==> src/logic/e1sab_pkg.sv <==
// Notes on behaviour
// - Five transmit national-bit bytes sit at offsets 0x10 to 0x14 of page 0x0D, numbered 0 to 4.
// - Transmit national-bit bytes reach the line only while the buffer enable bit is one.
// - Transmit byte n supplies bit position n+4 of timeslot zero in the eight odd frames.
// - Five receive national-bit bytes sit at offsets 0x10 to 0x14 of page 0x0E, numbered 0 to 4.
// - Receive byte n captures bit position n+4 of timeslot zero in the eight odd frames.
// - There are 32 transmit message bytes over two pages, one per line timeslot.
// - A timeslot sends its message byte only while its message-transmit select bit 7 is set.
// - Transmit message buffer zero, page 0x0F offsets 0x10 to 0x1F, drives timeslots 0 to 15.
// - Transmit message buffer one, page 0x10 offsets 0x10 to 0x1F, drives timeslots 16 to 31.
// - Each of the 32 receive message bytes on pages 0x11 and 0x12 is rewritten every frame.
// - Receive message buffer zero, page 0x11 offsets 0x10 to 0x1F, holds timeslots 0 to 15.
// - Receive message buffer one, page 0x12 offsets 0x10 to 0x1F, holds timeslots 16 to 31.
package e1sab_pkg;

  // ==========================================================
  // register map, index = page * 32 + offset, byte address = 4 * index
  localparam int AXI_ADDR_W = 12;
  localparam logic [4:0] PAGE_CTRL = 5'h01;
  localparam logic [4:0] PAGE_TSCTL0 = 5'h07;
  localparam logic [4:0] PAGE_TSCTL1 = 5'h08;
  localparam logic [4:0] PAGE_TXNB = 5'h0D;
  localparam logic [4:0] PAGE_RXNB = 5'h0E;
  localparam logic [4:0] PAGE_TXMSG0 = 5'h0F;
  localparam logic [4:0] PAGE_TXMSG1 = 5'h10;
  localparam logic [4:0] PAGE_RXMSG0 = 5'h11;
  localparam logic [4:0] PAGE_RXMSG1 = 5'h12;
  localparam logic [4:0] OFF_BASE = 5'h10;
  localparam logic [4:0] OFF_NB_LAST = 5'h14;
  localparam logic [4:0] OFF_CTRL = 5'h10;
  localparam logic [4:0] OFF_STATUS = 5'h11;

  // ==========================================================
  // fields and reset values
  localparam int NB_BYTES = 5;
  localparam int NB_EN_BIT = 0;
  localparam int MSG_SEL_BIT = 7;
  localparam int SA_TOP_BIT = 4;
  localparam logic [7:0] RST_BYTE = 8'h00;
  localparam logic [1:0] RESP_OKAY = 2'h0;
  localparam logic [1:0] RESP_SLVERR = 2'h2;

  typedef enum logic [2:0] {
    CLS_NONE,
    CLS_CTRL,
    CLS_STATUS,
    CLS_TSCTL,
    CLS_TXNB,
    CLS_RXNB,
    CLS_MESSAGE_TRANSMIT_SELECT,
    CLS_RXMSG
  } e1sab_class_type;

  // ==========================================================
  // address decode shared by the read and write paths
  function automatic e1sab_class_type e1sab_decode(input logic [9:0] idx);
    logic [4:0] page;
    logic [4:0] off;
    logic in_nb;
    e1sab_class_type cls;
    page = idx[9:5];
    off = idx[4:0];
    in_nb = (off >= OFF_BASE) && (off <= OFF_NB_LAST);
    cls = CLS_NONE;
    if (page == PAGE_CTRL && off == OFF_CTRL) begin
      cls = CLS_CTRL;
    end else if (page == PAGE_CTRL && off == OFF_STATUS) begin
      cls = CLS_STATUS;
    end else if ((page == PAGE_TSCTL0 || page == PAGE_TSCTL1) && off[4]) begin
      cls = CLS_TSCTL;
    end else if (page == PAGE_TXNB && in_nb) begin
      cls = CLS_TXNB;
    end else if (page == PAGE_RXNB && in_nb) begin
      cls = CLS_RXNB;
    end else if ((page == PAGE_TXMSG0 || page == PAGE_TXMSG1) && off[4]) begin
      cls = CLS_MESSAGE_TRANSMIT_SELECT;
    end else if ((page == PAGE_RXMSG0 || page == PAGE_RXMSG1) && off[4]) begin
      cls = CLS_RXMSG;
    end
    return cls;
  endfunction : e1sab_decode

endpackage : e1sab_pkg

==> src/logic/e1sab_mem.sv <==
`timescale 1ns/100ps
// ==========================================================
// one write port, two registered read ports
module e1sab_mem #(
  parameter int WIDTH = 8,
  parameter int DEPTH = 32,
  parameter int AW = 5
) (
  input wire logic aclk,
  input wire logic we,
  input wire logic [AW-1:0] waddr,
  input wire logic [WIDTH-1:0] wdata,
  input wire logic [AW-1:0] raddr_a,
  output logic [WIDTH-1:0] rdata_a,
  input wire logic [AW-1:0] raddr_b,
  output logic [WIDTH-1:0] rdata_b
);

  // no reset on the array, it maps onto plain ram
  logic [WIDTH-1:0] mem [DEPTH];

  always_ff @(posedge aclk) begin
    if (we) begin
      mem[waddr] <= wdata;
    end
    rdata_a <= mem[raddr_a];
    rdata_b <= mem[raddr_b];
  end

endmodule : e1sab_mem

==> src/logic/e1sab_oddfrm.sv <==
`timescale 1ns/100ps
// ==========================================================
// odd-frame position of timeslot zero within the eight-frame group
module e1sab_oddfrm (
  input wire logic aclk,
  input wire logic aresetn,
  input wire logic strobe,
  input wire logic crc4_mode,
  input wire logic [3:0] frame,
  input wire logic [4:0] slot,
  output logic sa_frame,
  output logic [2:0] frame_index
);

  logic [2:0] count;

  assign sa_frame = strobe && (slot == 5'h00) && frame[0];
  // multiframe number pins frame 1 to index 0; otherwise count odd frames
  assign frame_index = crc4_mode ? frame[3:1] : count;

  always_ff @(posedge aclk) begin
    if (!aresetn) begin
      count <= 3'h0;
    end else if (sa_frame) begin
      count <= 3'(count + 3'h1);
    end
  end

endmodule : e1sab_oddfrm

==> src/logic/e1sab_top.sv <==
// Register access over AXI4-Lite was left to the implementer.
`timescale 1ns/100ps
module e1sab_top (
  input wire logic aclk,
  input wire logic aresetn,
  input wire logic [11:0] s_axi_awaddr,
  input wire logic s_axi_awvalid,
  output logic s_axi_awready,
  input wire logic [31:0] s_axi_wdata,
  input wire logic [3:0] s_axi_wstrb,
  input wire logic s_axi_wvalid,
  output logic s_axi_wready,
  output logic [1:0] s_axi_bresp,
  output logic s_axi_bvalid,
  input wire logic s_axi_bready,
  input wire logic [11:0] s_axi_araddr,
  input wire logic s_axi_arvalid,
  output logic s_axi_arready,
  output logic [31:0] s_axi_rdata,
  output logic [1:0] s_axi_rresp,
  output logic s_axi_rvalid,
  input wire logic s_axi_rready,
  input wire logic crc4_mode,
  input wire logic tx_slot_strobe,
  input wire logic [3:0] tx_frame,
  input wire logic [4:0] tx_slot,
  input wire logic [7:0] tx_normal_data,
  output logic tx_line_valid,
  output logic [7:0] tx_line_data,
  input wire logic rx_slot_strobe,
  input wire logic [3:0] rx_frame,
  input wire logic [4:0] rx_slot,
  input wire logic [7:0] rx_line_data
);

  localparam int NB = e1sab_pkg::NB_BYTES;
  localparam logic [9:0] IDX_TXNB0 = {e1sab_pkg::PAGE_TXNB, e1sab_pkg::OFF_BASE};
  localparam logic [9:0] IDX_RXNB4 = {e1sab_pkg::PAGE_RXNB, e1sab_pkg::OFF_NB_LAST};

  // ==========================================================
  // control and buffer state
  logic national_bit_buffer_enable;
  logic [31:0] message_transmit_select;
  logic [7:0] tx_national_bits [NB];
  logic [7:0] rx_national_bits [NB];

  // ==========================================================
  // write channel, address and data taken in either order
  logic aw_hold;
  logic w_hold;
  logic [9:0] aw_idx;
  logic [7:0] w_byte;
  logic w_lane0;
  logic next_aw_hold;
  logic next_w_hold;
  wire aw_take = s_axi_awvalid && s_axi_awready;
  wire w_take = s_axi_wvalid && s_axi_wready;
  wire wr_fire = aw_hold && w_hold && !s_axi_bvalid;
  wire e1sab_pkg::e1sab_class_type wr_cls = e1sab_pkg::e1sab_decode(aw_idx);
  wire wr_do = wr_fire && w_lane0;
  wire wr_page_hi = (aw_idx[9:5] == e1sab_pkg::PAGE_TXMSG1) ||
                    (aw_idx[9:5] == e1sab_pkg::PAGE_TSCTL1);
  wire [4:0] wr_slot = {wr_page_hi, aw_idx[3:0]};
  wire wr_legal = (wr_cls == e1sab_pkg::CLS_CTRL) || (wr_cls == e1sab_pkg::CLS_TSCTL) ||
                  (wr_cls == e1sab_pkg::CLS_TXNB) || (wr_cls == e1sab_pkg::CLS_MESSAGE_TRANSMIT_SELECT);
  wire txm_we = wr_do && (wr_cls == e1sab_pkg::CLS_MESSAGE_TRANSMIT_SELECT);

  assign next_aw_hold = wr_fire ? 1'b0 : (aw_hold || aw_take);
  assign next_w_hold = wr_fire ? 1'b0 : (w_hold || w_take);

  always_ff @(posedge aclk) begin
    if (!aresetn) begin
      aw_hold <= 1'b0;
      w_hold <= 1'b0;
      s_axi_awready <= 1'b0;
      s_axi_wready <= 1'b0;
    end else begin
      aw_hold <= next_aw_hold;
      w_hold <= next_w_hold;
      s_axi_awready <= !next_aw_hold;
      s_axi_wready <= !next_w_hold;
    end
  end

  always_ff @(posedge aclk) begin
    if (aw_take) begin
      aw_idx <= s_axi_awaddr[11:2];
    end
    if (w_take) begin
      w_byte <= s_axi_wdata[7:0];
      w_lane0 <= s_axi_wstrb[0];
    end
  end

  always_ff @(posedge aclk) begin
    if (!aresetn) begin
      s_axi_bvalid <= 1'b0;
      s_axi_bresp <= e1sab_pkg::RESP_OKAY;
    end else if (wr_fire) begin
      s_axi_bvalid <= 1'b1;
      s_axi_bresp <= wr_legal ? e1sab_pkg::RESP_OKAY : e1sab_pkg::RESP_SLVERR;
    end else if (s_axi_bready) begin
      s_axi_bvalid <= 1'b0;
    end
  end

  // ==========================================================
  // software-written registers
  always_ff @(posedge aclk) begin
    if (!aresetn) begin
      national_bit_buffer_enable <= 1'b0;
      message_transmit_select <= '0;
    end else begin
      if (wr_do && wr_cls == e1sab_pkg::CLS_CTRL) begin
        national_bit_buffer_enable <= w_byte[e1sab_pkg::NB_EN_BIT];
      end
      if (wr_do && wr_cls == e1sab_pkg::CLS_TSCTL) begin
        message_transmit_select[wr_slot] <= w_byte[e1sab_pkg::MSG_SEL_BIT];
      end
    end
  end

  for (genvar i = 0; i < NB; i++) begin : g_txnb
    always_ff @(posedge aclk) begin
      if (!aresetn) begin
        tx_national_bits[i] <= e1sab_pkg::RST_BYTE;
      end else if (wr_do && wr_cls == e1sab_pkg::CLS_TXNB && aw_idx[2:0] == 3'(i)) begin
        tx_national_bits[i] <= w_byte;
      end
    end
  end

  // ==========================================================
  // read channel, answer two cycles after the address is taken
  logic rd_stage;
  logic [9:0] rd_idx;
  wire ar_take = s_axi_arvalid && s_axi_arready;
  wire [9:0] ar_idx = s_axi_araddr[11:2];
  wire ar_page_hi = (ar_idx[9:5] == e1sab_pkg::PAGE_TXMSG1) ||
                    (ar_idx[9:5] == e1sab_pkg::PAGE_RXMSG1);
  wire [4:0] ar_slot = {ar_page_hi, ar_idx[3:0]};
  wire e1sab_pkg::e1sab_class_type rd_cls = e1sab_pkg::e1sab_decode(rd_idx);
  wire [2:0] rd_nb = (rd_idx[2:0] < 3'(NB)) ? rd_idx[2:0] : 3'h0;
  wire [4:0] rd_ts = {rd_idx[9:5] == e1sab_pkg::PAGE_TSCTL1, rd_idx[3:0]};
  wire [7:0] txm_bus_q;
  wire [7:0] rxm_bus_q;
  wire [7:0] txm_line_q;
  wire [2:0] tx_k;
  wire [2:0] rx_k;
  wire tx_sa;
  wire rx_sa;
  wire [7:0] status_byte = {crc4_mode, rx_k, 1'b0, tx_k};
  wire [7:0] rd_byte =
    (rd_cls == e1sab_pkg::CLS_CTRL) ? {7'h00, national_bit_buffer_enable} :
    (rd_cls == e1sab_pkg::CLS_STATUS) ? status_byte :
    (rd_cls == e1sab_pkg::CLS_TSCTL) ? {message_transmit_select[rd_ts], 7'h00} :
    (rd_cls == e1sab_pkg::CLS_TXNB) ? tx_national_bits[rd_nb] :
    (rd_cls == e1sab_pkg::CLS_RXNB) ? rx_national_bits[rd_nb] :
    (rd_cls == e1sab_pkg::CLS_MESSAGE_TRANSMIT_SELECT) ? txm_bus_q :
    (rd_cls == e1sab_pkg::CLS_RXMSG) ? rxm_bus_q : 8'h00;

  always_ff @(posedge aclk) begin
    if (ar_take) begin
      rd_idx <= ar_idx;
    end
  end

  always_ff @(posedge aclk) begin
    if (!aresetn) begin
      rd_stage <= 1'b0;
      s_axi_arready <= 1'b0;
      s_axi_rvalid <= 1'b0;
      s_axi_rdata <= '0;
      s_axi_rresp <= e1sab_pkg::RESP_OKAY;
    end else if (ar_take) begin
      rd_stage <= 1'b1;
      s_axi_arready <= 1'b0;
    end else if (rd_stage) begin
      rd_stage <= 1'b0;
      s_axi_rvalid <= 1'b1;
      s_axi_rdata <= {24'h000000, rd_byte};
      s_axi_rresp <= (rd_cls == e1sab_pkg::CLS_NONE) ? e1sab_pkg::RESP_SLVERR
                                                      : e1sab_pkg::RESP_OKAY;
    end else if (s_axi_rvalid && s_axi_rready) begin
      s_axi_rvalid <= 1'b0;
      s_axi_arready <= 1'b1;
    end else if (!s_axi_rvalid) begin
      s_axi_arready <= 1'b1;
    end
  end

  // ==========================================================
  // message buffers, one slot-addressed byte each
  e1sab_mem #(.WIDTH(8), .DEPTH(32), .AW(5)) u_message_transmit_select (
    .aclk(aclk),
    .we(txm_we),
    .waddr(wr_slot),
    .wdata(w_byte),
    .raddr_a(tx_slot),
    .rdata_a(txm_line_q),
    .raddr_b(ar_slot),
    .rdata_b(txm_bus_q)
  );

  // every received slot lands, so each byte is refreshed once per frame
  e1sab_mem #(.WIDTH(8), .DEPTH(32), .AW(5)) u_rxmsg (
    .aclk(aclk),
    .we(rx_slot_strobe),
    .waddr(rx_slot),
    .wdata(rx_line_data),
    .raddr_a(rx_slot),
    .rdata_a(),
    .raddr_b(ar_slot),
    .rdata_b(rxm_bus_q)
  );

  // ==========================================================
  // frame position of the national bits
  e1sab_oddfrm u_tx_odd (
    .aclk(aclk),
    .aresetn(aresetn),
    .strobe(tx_slot_strobe),
    .crc4_mode(crc4_mode),
    .frame(tx_frame),
    .slot(tx_slot),
    .sa_frame(tx_sa),
    .frame_index(tx_k)
  );

  e1sab_oddfrm u_rx_odd (
    .aclk(aclk),
    .aresetn(aresetn),
    .strobe(rx_slot_strobe),
    .crc4_mode(crc4_mode),
    .frame(rx_frame),
    .slot(rx_slot),
    .sa_frame(rx_sa),
    .frame_index(rx_k)
  );

  // ==========================================================
  // transmit path, one stage to meet the registered message read
  logic s1_valid;
  logic s1_sa;
  logic s1_msg;
  logic [4:0] s1_slot;
  logic [2:0] s1_k;
  logic [7:0] s1_data;
  logic [4:0] sa_bits;
  wire [7:0] base_byte = s1_msg ? txm_line_q : s1_data;
  wire sa_insert = s1_sa && national_bit_buffer_enable;
  wire [7:0] next_tx_data = sa_insert ? {base_byte[7:5], sa_bits} : base_byte;

  // byte n feeds bit n+4, counted from the msb as bit 1
  for (genvar n = 0; n < NB; n++) begin : g_sabit
    assign sa_bits[e1sab_pkg::SA_TOP_BIT - n] = tx_national_bits[n][~s1_k];
  end

  always_ff @(posedge aclk) begin
    s1_slot <= tx_slot;
    s1_k <= tx_k;
    s1_data <= tx_normal_data;
    s1_msg <= message_transmit_select[tx_slot];
    s1_sa <= tx_sa;
  end

  always_ff @(posedge aclk) begin
    if (!aresetn) begin
      s1_valid <= 1'b0;
      tx_line_valid <= 1'b0;
      tx_line_data <= e1sab_pkg::RST_BYTE;
    end else begin
      s1_valid <= tx_slot_strobe;
      tx_line_valid <= s1_valid;
      if (s1_valid) begin
        tx_line_data <= next_tx_data;
      end
    end
  end

  // ==========================================================
  // receive national bits, written bit by bit as frames arrive
  for (genvar n = 0; n < NB; n++) begin : g_rxnb
    always_ff @(posedge aclk) begin
      if (!aresetn) begin
        rx_national_bits[n] <= e1sab_pkg::RST_BYTE;
      end else if (rx_sa) begin
        rx_national_bits[n][~rx_k] <= rx_line_data[e1sab_pkg::SA_TOP_BIT - n];
      end
    end
  end
endmodule : e1sab_top

==> config.mk <==
export PLATFORM = sky130hd
export DESIGN_NAME = e1sab_top
export DESIGN_NICKNAME = d
export VERILOG_FILES = /design/src/logic/e1sab_pkg.sv /design/src/logic/e1sab_mem.sv /design/src/logic/e1sab_oddfrm.sv /design/src/logic/e1sab_top.sv
export SDC_FILE = /design/constraint.sdc
export NUM_CORES = 1
export LEC_CHECK = 0
export BUFFER_PORTS_ARGS = -buffer_cell sky130_fd_sc_hd__buf_2
export CELL_PAD_IN_SITES_DETAIL_PLACEMENT = 1
export CELL_PAD_IN_SITES_GLOBAL_PLACEMENT = 2
export CORE_MARGIN = 10
export CORE_UTILIZATION = 47
export DETAILED_ROUTE_END_ITERATION = 8
export PLACE_DENSITY_LB_ADDON = 0.2
export SETUP_SLACK_MARGIN = 0.1
export SKIP_LAST_GASP = 1
export SYNTH_ARGS = -nofsm -noshare
export SYNTH_HDL_FRONTEND = slang
export SYNTH_HIERARCHICAL = 1
export SYNTH_SLANG_ARGS = --single-unit
==> constraint.sdc <==
create_clock -name aclk -period 3.7 [get_ports aclk]
set_clock_uncertainty 0.2 [all_clocks]
set_input_delay 0.925 -clock aclk [delete_from_list [all_inputs] [get_ports aclk]]
set_output_delay 0.925 -clock aclk [all_outputs]
set_load 0.02 [all_outputs]
==> results of run 1 <==
## metal layers
metal	part of all wire, %	up-vias	GRT usage (%)
li1	-	7728	-
met1	41	9626	29.74
met2	50	612	37.46
met3	6.5	118	4.006
met4	2.6	0	6.920
met5	0	-	0
## final cells by class
type                            count  area [um^2]
Timing Repair Buffer              242         1747
Inverter                           14        52.55
Tap cell                          873         1092
Multi-Input combinational cell    978        10560
Clock inverter                     33        294.0
Fill cell                        6141        30760
Clock buffer                      102         2039
Sequential cell                   725        20730
## final timing paths
path | end | slack, ps | startpoint | cells after the start
min | s1_data[5] | 220 | tx_normal_data[5] | 1
max reg2reg | u_message_transmit_select/mem[8][4] | 420 | aw_idx[7] | 8
min reg2reg | s_axi_bresp[1] | 260 | s_axi_bresp[1] | 2
max | u_message_transmit_select/mem[8][4] | 420 | aw_idx[7] | 8
## power groups by stage
stage	registers [mW]	logic, mW	clock network (mW)
4_1_cts	9.10	1.15	7.38
3_5_place_dp	9.27	1.14	0
3_3_place_gp	9.27	1.12	0
2_1_floorplan	9.23	0.713	0
5_1_grt	9.11	1.21	7.69
6_report	9.11	1.13	7.22
## cells in the final DEF, fill, tap and decap left out, types with 18 or more instances in the layout
cell and instances:
buf_4 137, nand3_1 18, mux2_2 34, dfxtp_1 104
nor2_1 147, clkbuf_1 22, a21oi_1 29, buf_2 91
o21ai_0 34, clkbuf_16 76, and2_1 87, conb_1 26
edfxtp_1 621, nand2_1 75, mux4_2 265, nand2b_1 19
nor2b_1 29, mux2i_1 74
## metrics by stage
stage	hold slack [ps]	setup WS (ps)	power, mW	instances
2_1_floorplan	240.2	772.4	9.945	1845
3_3_place_gp	249.9	294.4	10.39	2832
3_5_place_dp	251.5	294.5	10.42	2832
4_1_cts	189.8	432.5	17.63	2967
5_1_grt	206.7	208.2	18.02	2967
6_report	217.3	415.7	17.46	2967
## registers in the layout (all words and copies together), names as in the netlist, 10 cells and up
signal                         flops
rd_idx                            10
tx_national_bits                  40
aw_idx                            10
message_transmit_select           32
u_rxmsg/mem                      256
u_message_transmit_select/mem    256
rx_national_bits                  40
==> results.yml, run 1 <==
pwr:
  pwr-share-comb_pct: 6.5
  power_frac_seq_pct: 52.2
  p_leak_nw: 12.38
  power_switching_mw: 3.932
  swShare_pct: 22.52
  intPower_mw: 13.53
  power_frac_clock_pct: 41.4
  ir_drop_mv: 0.2719
  p_per_area_mw_per_mm2: 478.2
routing:
  vias: 18080
  drc: 0
  final_antenna_net_count: 0
  wirelength_mm: 88.38
  drtIter0Drc: 1854
  wire_per_inst_um: 29.79
  viasPerCell: 6.095
  dr.pass1.iters: 6
timing:
  slew_headroom_pct: 11.96
  post-route-period-util_pct: 88.76
  fmax_mhz: 304.5
  finalSetupViolCount: 0
  period_needed_ps: 3284
  worst_slew_pin_slew_ps: 1321
  maxSlewViolCount: 0
  finalHoldViolations: 0
  rsz0062_at_grt: "false"
  setup_tns_ps: 0
placed_design:
  portBuffers: 96
  hpwl_mm: 59.21
  postPlaceCellArea_mm2: 0.03418
  gp_congestion: 0.8053
synth:
  synthCells: 1820
  yosysWarningCount: 6
  syn_area_per_cell_um2: 17.57
  syn_area_mm2: 0.03197
floorplanning:
  dieArea_mm2: 0.07885
  initial_core_util_pct: 47.52
  fp-row-count: 95
  dieWidth_um: 280.8
  pin_count: 154
  core_area_mm2: 0.06728
  dieHeight_um: 280.8
clock_network:
  cts_resized: 0
  insertion_delay_ps: 630
  clk_pin_slew_ps: 60
  cts_tree: "yes"
  clockRootBuffer: "clkbuf_16"
  clk_path_buf_depth: 3
  hold_buffers: 0
  cts_buffers: 76
  cts.sinks: 725
  cts_htree_levels: 3
  cts_setup_buffers: 0
worst_setup_path:
  path_buf_inv: 1
  critical_path_class: "register to register"
  cp_cell_sequence: "nor4_1 > nand2_1 > o21ai_0 > nand2_1 > nor2_1 > or3b_2 > nor2_1 > buf_4"
  critPathTopFamily: "simple AND/OR/NAND/NOR gates"
  cp.required_ps: 3810
  crit_arrival_ps: 3390
  worstSetupStartpointType: "register"
  end_kind: "register"
  cp_max_fo: 8
  slowest_stage: "or3b_2"
  cp_slowest_stage_delay_ps: 640
global_routing:
  grt_antenna_before_repair: 2
  grt_use_total_pct: 22.47
  grt_pass1_wl_mm: 129.9
  grt_max_degree: 70
  overflow: 0
  grt_pass1_vias: 19220
layout:
  layout-drive-gt1-share_pct: 32.00
  antenna_cells: 0
  syn_to_final_growth_pct: 14.21
  layout.nets: 2143
  fin_util_pct: 54.27
  stdcell_area_mm2: 0.03651
worst_hold_path:
  hold_path_class: "input port to register"
run:
  maxCapViolCount: 0
outcome:
  outcome: "finished, final reports clean"
Power figures use the tool's default switching activity.
==> run 2, diff against run 1 <==
MAX_ROUTING_LAYER = met4   (was default)
==> run 2 against run 1 <==
Compared with the run above: worst hold slack got worse by 1.7 ps; power barely moved; non-clock buffer count did not move; largest cell class unchanged; critical endpoint unchanged; via count rose by 0.24%; core utilization did not move; sequential share of layout area did not move; die area did not move; maximum frequency barely moved; final cell count did not move; sequential cell count did not move; wire length barely moved.
==> results.yml, run 2 (synthesis gave the netlist of run 1 again) <==
worst_setup_path:
  cp.required_ps: 3810
  worstSetupStartpointType: "register"
  cp_cell_sequence: "nor4_1 > nand2_1 > o21ai_0 > nand2_1 > nor2_1 > or3b_2 > nor2_1 > buf_4"
  critical_path_class: "register to register"
  timing.rr.end: "u_message_transmit_select/mem[8][4]"
  crit_arrival_ps: 3400
  cp_max_fo: 8
  cp_slowest_stage_delay_ps: 640
  slowest_stage: "or3b_2"
  path_buf_inv: 1
  end_kind: "register"
  r2r-start: "aw_idx[7]"
  rr_worst_depth: 8
  reg2reg_slack_ps: 420
  critPathTopFamily: "simple AND/OR/NAND/NOR gates"
routing:
  viasPerCell: 6.110
  dr.pass1.iters: 5
  drc: 0
  final_antenna_net_count: 0
  vias: 18130
  drtIter0Drc: 1899
  wirelength_mm: 88.29
  wire_per_inst_um: 29.76
global_routing:
  grt_antenna_before_repair: 2
  grt_pass1_vias: 19170
  grt_use_total_pct: 23.14
  grt_max_degree: 70
  overflow: 0
  grt_pass1_wl_mm: 129.9
timing:
  period_needed_ps: 3282
  worst_slew_pin_slew_ps: 1331
  finalSetupViolCount: 0
  whs_ps: 215.7
  rsz0062_at_grt: "false"
  setup_tns_ps: 0
  finalHoldViolations: 0
  slew_headroom_pct: 11.30
  post-route-period-util_pct: 88.71
  maxSlewViolCount: 0
  fmax_mhz: 304.7
clock_network:
  cts_setup_buffers: 0
  hold_buffers: 0
  cts_tree: "yes"
  clk_pin_slew_ps: 60
  cts_buffers: 76
  clk_path_buf_depth: 3
  cts_htree_levels: 3
  clockRootBuffer: "clkbuf_16"
  cts.sinks: 725
  insertion_delay_ps: 630
  cts_resized: 0
floorplanning:
  dieArea_mm2: 0.07885
  fp-row-count: 95
  initial_core_util_pct: 47.52
  core_area_mm2: 0.06728
  dieHeight_um: 280.8
  dieWidth_um: 280.8
  pin_count: 154
pwr:
  ir_drop_mv: 0.2722
  p_leak_nw: 12.38
  finalPower_mw: 17.47
  p_per_area_mw_per_mm2: 478.5
layout:
  layout.nets: 2143
  layout_commonest_cell: "edfxtp_1"
  layout-drive-gt1-share_pct: 32.00
  mostFrequentLayoutCells: "621 x edfxtp_1, 265 x mux4_2, 147 x nor2_1"
  antenna_cells: 0
  syn_to_final_growth_pct: 14.21
  top_regs: "u_message_transmit_select/mem: 256 flops, u_rxmsg/mem: 256 flops"
worst_hold_path:
  holdPathStages: 1
  min_to: "s1_data[5]"
  worstHoldStart: "tx_normal_data[5]"
  hold_path_class: "input port to register"
placed_design:
  hpwl_mm: 59.21
  portBuffers: 96
  gp_congestion: 0.8170
outcome:
  outcome: "finished, final reports clean"
run:
  maxCapViolCount: 0
[run 2: cell counts in the layout (fill, tap and decap cells not counted)]
No cell type changed its count.
[run 2: area by class of cell]
class | count | area [um^2]
fill | 6141 | 30760
sequential | 725 | 20730
multi-input combinational | 978 | 10560
clock buffer | 102 | 2039
timing repair buffer | 242 | 1747
tap | 873 | 1092
clock inverter | 33 | 294.0
inverter | 14 | 52.55
[run 2: power by group]
part	internal, mW	switching (mW)	leakage [nW]	total [mW]
clock network	4.05	3.19	1.13	7.23
logic	0.490	0.643	4.70	1.13
registers	8.99	0.113	6.55	9.10
total	13.5	3.94	12.4	17.5
[run 2: through the flow]
stage	util (%)	setup slack, ps	instance area (um^2)	std cells
after global placement	50.80	294.4	34180	2832
final	54.27	417.7	36510	2967
after detailed placement	50.80	294.5	34180	2832
after global routing	54.27	207.5	36510	2967
after floorplan	-	772.4	32060	1845
after CTS	54.27	432.5	36510	2967
[run 2: worst max-delay path by stage]
stage / startpoint / end / slack, ps / cells after the start
6_report: aw_idx[7] / u_message_transmit_select/mem[8][4] / 420 / 8
5_1_grt: aw_idx[8] / u_message_transmit_select/mem[8][4] / 210 / 8
4_1_cts: aw_idx[7] / u_message_transmit_select/mem[8][4] / 430 / 8
3_5_place_dp: tx_slot[0] / u_message_transmit_select/rdata_a[6] / 290 / 5
3_3_place_gp: tx_slot[0] / u_message_transmit_select/rdata_a[6] / 290 / 5
2_1_floorplan: s_axi_araddr[3] / u_rxmsg/rdata_b[0] / 770 / 5
[run 2: layer usage]
metal | routed length, um | GRT usage, % | vias up
li1 | - | - | 7728
met1 | 36200 | 29.92 | 9681
met2 | 44500 | 37.52 | 612
met3 | 5525 | 3.881 | 106
met4 | 2067 | 6.686 | 0
met5 | 0 | - | -
